==> src/hdl/asr_pkg.sv <==
// Purpose: constants for the asynchronous byte-wide SRAM access controller
// Assumes: 125 MHz system clock, slowest speed grade timings
// Notes: all times in ns, cycle counts derived from them
package asr_pkg;
  localparam int CLK_PERIOD_NS = 8;
  localparam int ADDR_WIDTH = 17;
  localparam int DATA_WIDTH = 8;
  // Slowest grade figures so any grade part is served
  localparam int ADDR_SETUP_TO_WRITE_END_NS = 10;
  localparam int DATA_SETUP_TO_WRITE_END_NS = 8;
  localparam int WRITE_RELEASE_TO_OUTPUT_NS = 3;
  localparam int WRITE_PULSE_NS = 10;
  localparam int READ_ACCESS_NS = 15;
  localparam int OUTPUT_RELEASE_NS = 7;
  localparam int DESELECT_TO_STANDBY_NS = 15;
  localparam int ADDR_SETUP_TO_WRITE_START_NS = 0;
  localparam int DATA_HOLD_AFTER_WRITE_END_NS = 0;
  // Least times round up, never below one cycle
  function automatic int ceil_cycles(input int ns);
    int c;
    c = (ns + CLK_PERIOD_NS - 1) / CLK_PERIOD_NS;
    return (c < 1) ? 1 : c;
  endfunction
  localparam int WRITE_LOW_CYCLES = ceil_cycles(WRITE_PULSE_NS);
  localparam int READ_WAIT_CYCLES = ceil_cycles(READ_ACCESS_NS);
  localparam int TURNAROUND_CYCLES = ceil_cycles(OUTPUT_RELEASE_NS);
  localparam int STANDBY_CYCLES = ceil_cycles(DESELECT_TO_STANDBY_NS);
  localparam int CNT_WIDTH = 4;
  typedef enum logic [2:0] {
    ASR_IDLE, ASR_SETUP, ASR_WRITE, ASR_WEND, ASR_READ, ASR_TURN
  } asr_state_type;
endpackage

==> src/hdl/asr_timer.sv <==
// Purpose: down counter timing one strobe phase
// Assumes: load has priority over counting
// Notes: done is high when the count is zero
`timescale 1ns/10ps
`default_nettype none
module asr_timer
  import asr_pkg::*;
(
  // Clock and reset
  input wire logic clk_sys,
  input wire logic nrst,
  // Control
  input wire logic load,
  input wire logic [CNT_WIDTH-1:0] loadValue,
  output logic done
);
  typedef struct packed {
    logic [CNT_WIDTH-1:0] count;
  } asr_timer_type;
  asr_timer_type r;
  asr_timer_type next_r;
  always_comb begin
    next_r = r;
    if (load) begin
      next_r.count = loadValue;
    end else if (r.count != '0) begin
      next_r.count = r.count - 4'h1;
    end
  end
  always_ff @(posedge clk_sys or negedge nrst) begin
    if (!nrst) begin
      r <= '0;
    end else begin
      r <= next_r;
    end
  end
  assign done = (r.count == '0);
endmodule
`default_nettype wire

==> src/hdl/asr_standby.sv <==
// Purpose: tracks whether the memory has reached standby after deselect
// Assumes: chip select sampled as driven by the controller
// Notes: standby reported once the longest power-down time has passed
`timescale 1ns/10ps
`default_nettype none
module asr_standby
  import asr_pkg::*;
(
  // Clock and reset
  input wire logic clk_sys,
  input wire logic nrst,
  // Chip select as driven
  input wire logic chipSelect_n,
  output logic standby
);
  typedef struct packed {
    logic [CNT_WIDTH-1:0] count;
    logic standby;
  } asr_stby_type;
  asr_stby_type r;
  asr_stby_type next_r;
  always_comb begin
    next_r = r;
    if (!chipSelect_n) begin
      next_r.count = '0;
      next_r.standby = 1'b0;
    end else if (r.count == CNT_WIDTH'(STANDBY_CYCLES - 1)) begin
      next_r.standby = 1'b1;
    end else begin
      next_r.count = r.count + 4'h1;
    end
  end
  always_ff @(posedge clk_sys or negedge nrst) begin
    if (!nrst) begin
      r <= '{count: '0, standby: 1'b0};
    end else begin
      r <= next_r;
    end
  end
  assign standby = r.standby;
endmodule
`default_nettype wire

==> src/hdl/asr_ctrl.sv <==
// Purpose: controller driving an asynchronous 128K x 8 static RAM
// Assumes: one request at a time, user holds request until ready
// Notes: write is strobe controlled by write enable, chip select brackets it
// Operation
// Memory writes only while chip select and write enable are both low.
// Write ends when chip select or write enable rises first.
// Time data setup and hold from the strobe edge ending the write.
// Hold address stable long enough before the write ends.
// Address may change right after the write ends, zero hold.
// Address valid no later than the start of the write overlap.
// Drive write data valid long enough before the write ends.
// Keep write data valid until the write-ending edge.
// Memory enters standby within power-down time after deselect.
// Simultaneous rise of select and write enable leaves outputs floating.
// Write cycle with output enable low spans release plus data setup.
// Controller never drives data lines while the memory drives them.
// Write enable stays high for the whole read cycle.
// Address valid before or with chip select falling on reads.
// Select and output enable low, write enable high, reads a byte.
// Data lines float when deselected, disabled, or writing.
// Memory stores data lines at addressed location during write.
// Selected with both enables high keeps data lines floating.
`timescale 1ns/10ps
`default_nettype none
module asr_ctrl
  import asr_pkg::*;
(
  // Clock and reset
  input wire logic clk_sys,
  input wire logic nrst,
  // User request
  input wire logic reqValid,
  input wire logic reqWrite,
  input wire logic [ADDR_WIDTH-1:0] reqAddr,
  input wire logic [DATA_WIDTH-1:0] reqData,
  output logic reqReady,
  // User answer
  output logic rspValid,
  output logic [DATA_WIDTH-1:0] rspData,
  output logic memStandby,
  // Memory pins
  output logic chipSelect_n,
  output logic outputEnable_n,
  output logic writeEnable_n,
  output logic [ADDR_WIDTH-1:0] addr,
  input wire logic [DATA_WIDTH-1:0] dataLinesIn,
  output logic [DATA_WIDTH-1:0] dataLinesOut,
  output logic dataLinesOe
);
  typedef struct packed {
    asr_state_type state;
    logic cs_n;
    logic oe_n;
    logic we_n;
    logic [ADDR_WIDTH-1:0] addr;
    logic [DATA_WIDTH-1:0] wdata;
    logic drive;
    logic rspValid;
    logic [DATA_WIDTH-1:0] rspData;
  } asr_ctrl_type;

  asr_ctrl_type r;
  asr_ctrl_type next_r;
  logic timerLoad;
  logic [CNT_WIDTH-1:0] timerValue;
  logic timerDone;

  ////////////////////////////////////////////////////////////////////////////
  // Strobe and driver levels held in each state
  typedef struct packed {
    logic cs_n;
    logic oe_n;
    logic we_n;
    logic drive;
  } asr_pins_type;
  asr_pins_type pinsNext;
  asr_pins_type pinsNow;
  logic memDrivesNow;
  logic writeOverlapNow;

  // one table for all states, so no branch leaves a strobe stale
  function automatic asr_pins_type pins_for(input asr_state_type s);
    asr_pins_type p;
    p = '{cs_n: 1'b1, oe_n: 1'b1, we_n: 1'b1, drive: 1'b0};
    unique case (s)
      ASR_IDLE: begin
        p.cs_n = 1'b1;
        p.oe_n = 1'b1;
        p.we_n = 1'b1;
        p.drive = 1'b0;
      end
      ASR_SETUP: begin
        p.cs_n = 1'b0;
        p.oe_n = 1'b1;
        p.we_n = 1'b1;
        p.drive = 1'b0;
      end
      ASR_WRITE: begin
        p.cs_n = 1'b0;
        p.oe_n = 1'b1;
        p.we_n = 1'b0;
        p.drive = 1'b1;
      end
      ASR_WEND: begin
        p.cs_n = 1'b0;
        p.oe_n = 1'b1;
        p.we_n = 1'b1;
        p.drive = 1'b1;
      end
      ASR_READ: begin
        p.cs_n = 1'b0;
        p.oe_n = 1'b0;
        p.we_n = 1'b1;
        p.drive = 1'b0;
      end
      ASR_TURN: begin
        p.cs_n = 1'b1;
        p.oe_n = 1'b1;
        p.we_n = 1'b1;
        p.drive = 1'b0;
      end
      default: begin
        p.cs_n = 1'b1;
        p.oe_n = 1'b1;
        p.we_n = 1'b1;
        p.drive = 1'b0;
      end
    endcase
    return p;
  endfunction

  // Memory answers on the data lines only in read mode
  function automatic logic mem_drives(input logic cs_n, input logic oe_n,
    input logic we_n);
    return !cs_n && !oe_n && we_n;
  endfunction

  // Internal write runs for the overlap of both strobes
  function automatic logic write_overlap(input logic cs_n,
    input logic we_n);
    return !cs_n && !we_n;
  endfunction

  // Phase lengths in whole cycles, rounded up from the slowest grade
  function automatic logic [CNT_WIDTH-1:0] phase_cycles(
    input asr_state_type s);
    logic [CNT_WIDTH-1:0] n;
    n = '0;
    unique case (s)
      ASR_WRITE: n = CNT_WIDTH'(WRITE_LOW_CYCLES);
      ASR_READ: n = CNT_WIDTH'(READ_WAIT_CYCLES);
      ASR_TURN: n = CNT_WIDTH'(TURNAROUND_CYCLES);
      default: n = '0;
    endcase
    return n;
  endfunction

  // Requests are looked at only once the bus is fully released
  function automatic logic accepts(input asr_state_type s);
    return s == ASR_IDLE;
  endfunction

  ////////////////////////////////////////////////////////////////////////////
  asr_timer u_timer (
    .clk_sys(clk_sys),
    .nrst(nrst),
    .load(timerLoad),
    .loadValue(timerValue),
    .done(timerDone)
  );

  // standby tracking
  asr_standby u_standby (
    .clk_sys(clk_sys),
    .nrst(nrst),
    .chipSelect_n(r.cs_n),
    .standby(memStandby)
  );

  ////////////////////////////////////////////////////////////////////////////
  always_comb begin
    next_r = r;
    next_r.rspValid = 1'b0;
    timerLoad = 1'b0;
    timerValue = '0;
    unique case (r.state)
      ASR_IDLE: begin
        if (reqValid) begin
          // address and select set up before write enable falls
          // address valid with chip select falling
          next_r.addr = reqAddr;
          next_r.cs_n = 1'b0;
          // write enable high through reads
          next_r.we_n = 1'b1;
          if (reqWrite) begin
            // Output enable held high, so no turnaround wait is needed
            next_r.oe_n = 1'b1;
            next_r.wdata = reqData;
            next_r.state = ASR_SETUP;
          end else begin
            next_r.oe_n = 1'b0;
            timerLoad = 1'b1;
            timerValue = phase_cycles(ASR_READ);
            next_r.state = ASR_READ;
          end
        end
      end
      ASR_SETUP: begin
        // drive only once memory outputs are disabled
        // overlap of select and write enable starts the write
        next_r.drive = 1'b1;
        next_r.we_n = 1'b0;
        timerLoad = 1'b1;
        // pulse covers address and data setup to write end
        timerValue = phase_cycles(ASR_WRITE);
        next_r.state = ASR_WRITE;
      end
      ASR_WRITE: begin
        if (timerDone) begin
          // write enable rise ends the write, select stays low
          next_r.we_n = 1'b1;
          next_r.state = ASR_WEND;
        end
      end
      ASR_WEND: begin
        // data and address released one cycle after the end
        // select raised after write enable, not together
        next_r.drive = 1'b0;
        next_r.cs_n = 1'b1;
        // Leave only once the strobe overlap is really over
        if (!writeOverlapNow) begin
          next_r.state = ASR_IDLE;
        end
      end
      ASR_READ: begin
        if (timerDone) begin
          // byte sampled after access time
          next_r.rspData = dataLinesIn;
          next_r.rspValid = 1'b1;
          next_r.oe_n = 1'b1;
          next_r.cs_n = 1'b1;
          timerLoad = 1'b1;
          timerValue = phase_cycles(ASR_TURN);
          next_r.state = ASR_TURN;
        end
      end
      ASR_TURN: begin
        // wait for memory to float before a write may drive
        if (timerDone) begin
          next_r.state = ASR_IDLE;
        end
      end
      default: begin
        next_r.state = ASR_IDLE;
      end
    endcase
    // Pins follow the state entered; the branches above only pick it
    pinsNext = pins_for(next_r.state);
    next_r.cs_n = pinsNext.cs_n;
    next_r.oe_n = pinsNext.oe_n;
    next_r.we_n = pinsNext.we_n;
    next_r.drive = pinsNext.drive;
    // interlock: drivers stay off whenever the memory may answer
    if (mem_drives(next_r.cs_n, next_r.oe_n, next_r.we_n)) begin
      next_r.drive = 1'b0;
    end
    // address and data move only while deselected
    if (!r.cs_n) begin
      next_r.addr = r.addr;
      next_r.wdata = r.wdata;
    end
  end

  always_ff @(posedge clk_sys or negedge nrst) begin
    if (!nrst) begin
      r <= '{state: ASR_IDLE, cs_n: 1'b1, oe_n: 1'b1, we_n: 1'b1,
             addr: '0, wdata: '0, drive: 1'b0, rspValid: 1'b0,
             rspData: '0};
    end else begin
      r <= next_r;
    end
  end

  ////////////////////////////////////////////////////////////////////////////
  assign reqReady = accepts(r.state);
  assign rspValid = r.rspValid;
  assign rspData = r.rspData;
  assign chipSelect_n = r.cs_n;
  assign outputEnable_n = r.oe_n;
  assign writeEnable_n = r.we_n;
  assign addr = r.addr;

  ////////////////////////////////////////////////////////////////////////////
  // Registered pin levels as the memory sees them
  assign pinsNow = {r.cs_n, r.oe_n, r.we_n, r.drive};
  assign memDrivesNow = mem_drives(pinsNow.cs_n, pinsNow.oe_n, pinsNow.we_n);
  assign writeOverlapNow = write_overlap(pinsNow.cs_n, pinsNow.we_n);
  // each data line carries its bit of the held write byte
  for (genvar i = 0; i < DATA_WIDTH; i++) begin : g_data
    assign dataLinesOut[i] = r.wdata[i];
  end
  // drivers dropped at once if the memory could be answering
  assign dataLinesOe = pinsNow.drive && !memDrivesNow;
endmodule
`default_nettype wire

==> config.mk <==
export PLATFORM = sky130hd
export DESIGN_NAME = asr_ctrl
export DESIGN_NICKNAME = d
export VERILOG_FILES = /design/src/hdl/asr_pkg.sv /design/src/hdl/asr_timer.sv /design/src/hdl/asr_standby.sv /design/src/hdl/asr_ctrl.sv
export SDC_FILE = /design/constraint.sdc
export NUM_CORES = 1
export LEC_CHECK = 0
export BUFFER_PORTS_ARGS = -buffer_cell sky130_fd_sc_hd__buf_2
export CAP_MARGIN = 40
export CORE_ASPECT_RATIO = 0.7
export CORE_MARGIN = 1
export CORE_UTILIZATION = 46
export DETAILED_ROUTE_END_ITERATION = 8
export GPL_ROUTABILITY_DRIVEN = 0
export PLACE_DENSITY = 0.85
export SYNTH_ARGS = -nofsm -noshare
export SYNTH_HDL_FRONTEND = slang
export SYNTH_SLANG_ARGS = --single-unit
==> constraint.sdc <==
create_clock -name clk_sys -period 1.5 [get_ports clk_sys]
set_input_delay 0.3 -clock clk_sys [delete_from_list [all_inputs] [get_ports clk_sys]]
set_output_delay 0.3 -clock clk_sys [all_outputs]
set_load 0.01 [all_outputs]
==> results.md, run 1 <==
- Pwr dens: 1960 mW/mm2
- DP Wirelength: 3160 um
- Layout cells sized above 1: 59.5%
- Max-slew violations: 0
- Worst-Margin Slew: 0.334 ns
- Final Hold Viols: 0
- Cell Area, Placed: 0.00278 mm2
- Gr usage total: 15.8%
- Synth warn: 0
- HP Class: in -> reg
- Routed via count: 1523
- Routed wire length per instance: 13.1 um
- Clk_lat worst skew: 0.30 ns
- First-pass GRT wire length: 6870 um
- Largest cells by area after synthesis: dfrtp_1 48%, buf_4 10%, mux2_4 9.2%
- Fmax: 655 MHz
- Grt total ovfl: 0
- Root buffer cell: clkbuf_8
- Final Setup Violations: 2
- Post-Syn Nets: 231
- Final period utilization: 102%
- Die area: 0.00563 mm2
- Initial antenna violation count: 0
- RSZ-0062 raised after global routing: yes
- Synth cell types: 35
- Synth-to-layout area growth: 22.7%
- Drt first pass iters: 4
- Min Tclk post-route: 1.53 ns
- Num CTS Buffers: 5
- Syn Inst Count: 190
- Setup ws final: -0.0257 ns
- Synthesized area: 0.00245 mm2
- FF+latch count, synth: 50
- CTS Buffer Depth: 2
- Final WL: 4260 um
- Fin area: 0.00301 mm2
- Worst-path fanout max: 2
- VDD IR max: 0.856 mV
- Placed cells: 309
- Critical Path RT: 1.20 ns
- Synth top area share: 48.0%
- Leak Pwr: 1.54 nW
- Via count of the first global-routing pass: 1506
- Largest net degree at the start of global routing: 28
- Clk slew on worst S/H paths: 0.10 ns
- I/O Pins: 77
- Seq/Total Area, Yosys: 51.2%
- CTS tree: built
- Diode count: 0
- Commonest non-fill, non-tap cell in the layout: buf_2
- Most frequent cells in the layout: 74 x buf_2, 45 x dfrtp_1, 22 x mux2_4, 16 x buf_4
- H-tree Lvls: 2
- Violated checks: negative setup slack
- CTS sink cnt: 50
- Crit Path Category: reg -> out
- Startpoint Class: register
- Total Nets Final: 297
- Die Wd: 89.3 um
- CP Data Arrival Time: 1.23 ns
- # DRC: 0
- Rows: 21
- Drt via density: 4.67
- Die Height: 63.1 um
- Avg Cell Area, Syn: 12.9 um2
- Starting density of the core: 49.6%
- Max_slew headroom: 77.7%
- Port Buffers: 76
- Max-cap violations: 0
- Core area: 0.00494 mm2
- Outcome: finished with violations
- CP endpoint kind: primary output
- Non-Filler Instances: 326
- Post-place setup slack: -0.0490 ns
- Iteration-0 DRC count of the detailed router: 22
- Clk_skew: 0.00698 ns
- Yosys top cell by area: dfrtp_1
- Post-route antenna net violation count: 0
==> worst paths after layout <==
| path | endpoint | start | slack (ns) | depth (start not counted) |
|---|---|---|---|---|
| worst max-delay path | dataLinesOe | chipSelect_n | -0.03 | 4 |
| worst min-delay path | addr[6] | reqAddr[6] | 0.22 | 2 |
| worst max register to register | rspData[0] | u_timer.r[1] | 0 | 6 |
| worst min register to register | u_standby.standby | u_standby.standby | 0.51 | 2 |
| max in group asynchronous | writeEnable_n | nrst | 0.64 | 3 |
| min in group asynchronous | addr[6] | nrst | 0.53 | 3 |
==> metrics by stage <==
| stage | setup TNS (ns) | utilization (%) | power, mW | hold slack, ns |
|---|---|---|---|---|
| finish | -0.0264 | 60.9 | 5.88 | 0.224 |
| global route | -0.460 | 60.9 | 6.31 | 0.208 |
| CTS | -0.0615 | 60.0 | 5.90 | 0.217 |
| detailed placement | -0.661 | 56.3 | 4.81 | 0.314 |
| global placement | 0 | 56.3 | 4.73 | 0.313 |
| floorplan | -1.39 | - | 4.47 | 0.00441 |
==> report_power, final <==
group          internal [mW]  switching (mW)
clock                  0.500           0.451
sequential              1.97           0.365
combinational           1.49            1.11
==> timing repair <==
action | in CTS | in global routing
endpoints found under the hold margin | 23 | 0
endpoints found under the setup margin | 34 | 38
resized for setup | 8 | 4
pin swaps | 4 | 1
hold buffers | 1 | 0
buffers inserted | 6 | 2
==> routing by layer <==
metal | GRT usage [%] | vias to the layer above | part of all wire [%]
met4 | 2.98 | 0 | 0
met1 | 21.5 | 725 | 48
li1 | - | 743 | -
met2 | 25.1 | 55 | 45
met5 | 0 | - | 0
met3 | 4.59 | 0 | 7.6
==> critical path, cell delays in order, from the launching register on <==
cell and delay, ns:
dfstp_2 0.55, buf_6 0.10, nor2_2 0.03, a21boi_1 0.11
buf_2 0.15
==> cell usage after synthesis <==
library cell and n:
dfrtp_1 47, buf_4 34, mux2_2 18, mux2_4 15, nor2_1 12, inv_1 6, nor2b_1 5, o21ai_0 5
ha_1 4, a211oi_1 3, buf_6 3, dfstp_2 3, nand3_1 3, nor3b_1 3, xnor2_1 3, a21oi_1 2
buf_2 2, nand2b_1 2, nor3_1 2, o21a_1 2, xor2_1 2, a21boi_0 1, a311o_1 1, and2_1 1
and4_1 1, mux2i_1 1, nand3_2 1, nand3_4 1, nor3_4 1, nor3b_4 1, nor4b_1 1, o211ai_1 1
o21bai_1 1, o311ai_1 1, or2b_1 1
==> registers in the layout, indices dropped and copies added, names as in the netlist, 3 cells and up <==
name	flops
u_timer.r	4
r	3
dataLinesOut	8
addr	17
u_standby.r	4
rspData	8
==> logic make-up after synthesis <==
logic type	count (synthesis)	share of synthesized area, %
AO/OA/AOI/OAI	17	4.64
buffers and inverters	45	13.1
AND/OR/NAND/NOR	35	9.39
multiplexers	34	17.9
XOR/XNOR	5	1.79
adder cells (fa/ha/maj)	4	2.04
flip-flops	50	51.2
==> layout make-up <==
| cell class | count | area (um2) |
|---|---|---|
| flip-flops and latches | 50 | 1260 |
| multi-input cells | 95 | 925 |
| well taps | 69 | 86.3 |
| fillers | 409 | 1930 |
| clock buffers | 5 | 68.8 |
| repair buffers | 98 | 606 |
| inverters | 6 | 22.5 |
| clock inverters | 3 | 43.8 |
(Power assumes the default switching activity.)
==> run 2: changes to the inputs <==
Clock period 1.5 ns to 1.4 ns, I/O delays scaled along.
==> run 2 against run 1 <==
The run still ends with negative setup slack left. Final area up 3.8%. Via count up 4.1%. Critical path depth is the same. Cell count grew 3.4%. Critical endpoint unchanged.
==> results.md, run 2 (synthesized netlist as in run 1, its figures left out) <==
- Outcome: finished with violations
- Violated checks: negative setup slack
- Setup slack, reg-to-reg: -0.08 ns (-0.08 ns)
- Clk_lat worst skew: 0.30 ns (about the same)
- Drt first pass iters: 4 (unchanged)
- Leak Pwr: 1.61 nW (+4.7%)
- Die Height: 63.1 um (unchanged)
- Crit Path Category: reg -> out
- CTS sink cnt: 50 (unchanged)
- Total Nets Final: 308 (+3.7%)
- Power share of the sequential group: 37.6% (-2.1 points)
- Via count of the first global-routing pass: 1620 (+7.6%)
- Final WL: 4580 um (+7.5%)
- Setup ws final: -0.0874 ns (-0.0616 ns)
- Starting density of the core: 49.6% (unchanged)
- Layout cells sized above 1: 62.3% (+2.8 points)
- Routed wire length per instance: 13.6 um (+4.0%)
- Grt total ovfl: 0 (unchanged)
- Final Util: 63.2% (+2.3 points)
- Post-route antenna net violation count: 0 (unchanged)
- Cell Area, Placed: 0.00287 mm2 (+3.1%)
- Gr busiest metal: met2
- Worst Hold Launch: reqAddr[1]
- Max-cap violations: 0 (unchanged)
- Commonest non-fill, non-tap cell in the layout: buf_2
- Max_slew headroom: 68.9% (-8.8 points)
- Die Wd: 89.3 um (unchanged)
- Combinational Power Share: 46.9% (+2.8 points)
- Largest net degree at the start of global routing: 28 (unchanged)
- Final period utilization: 106%
- Clk slew on worst S/H paths: 0.09 ns (about the same)
- Routed via count: 1585 (+4.1%)
- Fmax: 672 MHz
- Power share of the clock group: 15.4% (-0.8 points)
- Die area: 0.00563 mm2 (unchanged)
- # DRC: 0 (unchanged)
- Pint: 4.44 mW (+12%)
- Worst-path fanout max: 2 (unchanged)
- Total net switching power: 2.16 mW (+12%)
- Most frequent cells in the layout: 75 x buf_2, 47 x dfrtp_1, 24 x buf_4, 22 x mux2_4
- Pwr dens: 2110 mW/mm2 (+8.1%)
- Max reg flops: 17 (unchanged)
- Synth-to-layout area growth: 27.3%
- H-tree Lvls: 2 (unchanged)
- Gr usage total: 16.5% (+0.74 points)
- Hold endpoint: addr[1]
- Sw Share: 32.8% (+0.067 points)
- CP startpoint: chipSelect_n
- RR Endpoint: rspData[7]
- CTS Buffer Depth: 2 (unchanged)
- HP Class: in -> reg
- Root buffer cell: clkbuf_8
- CP endpoint kind: primary output
- Diode count: 0 (unchanged)
- Num CTS Buffers: 5 (unchanged)
- VDD IR max: 1.03 mV (+20%)
- CP Data Arrival Time: 1.21 ns (-0.02 ns)
- Critical Path RT: 1.12 ns (-0.08 ns)
- Final Hold Viols: 0 (unchanged)
- Startpoint Class: register
- Iteration-0 DRC count of the detailed router: 28 (+27%)
- Min Tclk post-route: 1.49 ns
- WHS Path Cells: 2 (unchanged)
- Drt via density: 4.70 (+0.67%)
- Initial antenna violation count: 0 (unchanged)
- Global routing usage on met2: 28.4% (+3.3 points)
- Max-slew violations: 0 (unchanged)
- RSZ-0062 raised after global routing: yes
- Met1 usage: 20.9% (-0.56 points)
- Met3 Resource Use GR: 4.33% (-0.26 points)
- First-pass GRT wire length: 7190 um (+4.7%)
- Fin area: 0.00312 mm2 (+3.8%)
- Core area: 0.00494 mm2 (unchanged)
- R2R depth: 6 (unchanged)
- CTS tree: built
- Worst-Margin Slew: 0.466 ns (+0.132 ns)
- I/O Pins: 77 (unchanged)
- Final Setup Violations: 29 (+27)
- Port Buffers: 76 (unchanged)
- DP Wirelength: 3220 um (+1.8%)
- Launching point of the worst reg2reg path: u_timer.r[0]
- Rows: 21 (unchanged)
- Clk_skew: 0.00632 ns (-0.000661 ns)
run 2: worst max-delay path by stage:
stage                      end  slack (ns)  depth (start not counted)
6_report           dataLinesOe       -0.09                          4
3_5_place_dp   dataLinesOut[5]       -0.09                          4
4_1_cts            dataLinesOe       -0.09                          4
2_1_floorplan       rspData[0]       -0.23                          6
5_1_grt                  r[38]       -0.18                          7
3_3_place_gp   dataLinesOut[4]       -0.04                          4
run 2: per-layer routing:
layer	wire, um	part of all wire, %
met4	16	0.35
met2	2220	49
met5	0	0
met3	311	6.8
met1	2030	44
run 2: metrics by stage:
stage	TNS (ns)	std cells	power, mW	setup slack [ns]	hold slack [ns]
2_1_floorplan	-3.68	190	4.79	-0.233	-0.0156
3_3_place_gp	-0.767	317	5.19	-0.0437	0.260
3_5_place_dp	-2.00	317	5.28	-0.0887	0.261
4_1_cts	-1.86	331	6.43	-0.0916	0.194
5_1_grt	-3.55	337	7.06	-0.180	0.196
6_report	-1.42	337	6.60	-0.0874	0.202
run 2: power groups by stage:
| stage | clock network (mW) | logic [mW] | registers, mW |
|---|---|---|---|
| global placement | 0 | 2.70 | 2.49 |
| floorplan | 0 | 2.30 | 2.48 |
| CTS | 1.03 | 2.92 | 2.48 |
| detailed placement | 0 | 2.76 | 2.52 |
| finish | 1.02 | 3.10 | 2.48 |
| global route | 1.11 | 3.38 | 2.57 |
run 2: what timing repair did:
| action | in CTS | in global routing |
|---|---|---|
| endpoints found under the hold margin | 14 | 0 |
| setup buffers | 5 | 5 |
| resized for setup | 6 | 12 |
| endpoints found under the setup margin | 37 | 42 |
| hold buffers | 1 | 0 |
| pin swaps | 4 | 4 |
| gates cloned | 0 | 1 |
run 2: cell type report:
| class | instances | area (um2) |
|---|---|---|
| timing repair buffer | 109 | 702 |
| fill | 390 | 1820 |
| clock inverter | 3 | 43.8 |
| sequential | 50 | 1250 |
| clock buffer | 5 | 68.8 |
| multi-input combinational | 95 | 945 |
| tap | 69 | 86.3 |
| inverter | 6 | 22.5 |
run 2: worst max-delay path: stages, from the launching register on:
cell and delay, ns:
dfstp_2 0.55, buf_6 0.10, nor2_2 0.03, a21boi_1 0.10, buf_2 0.14
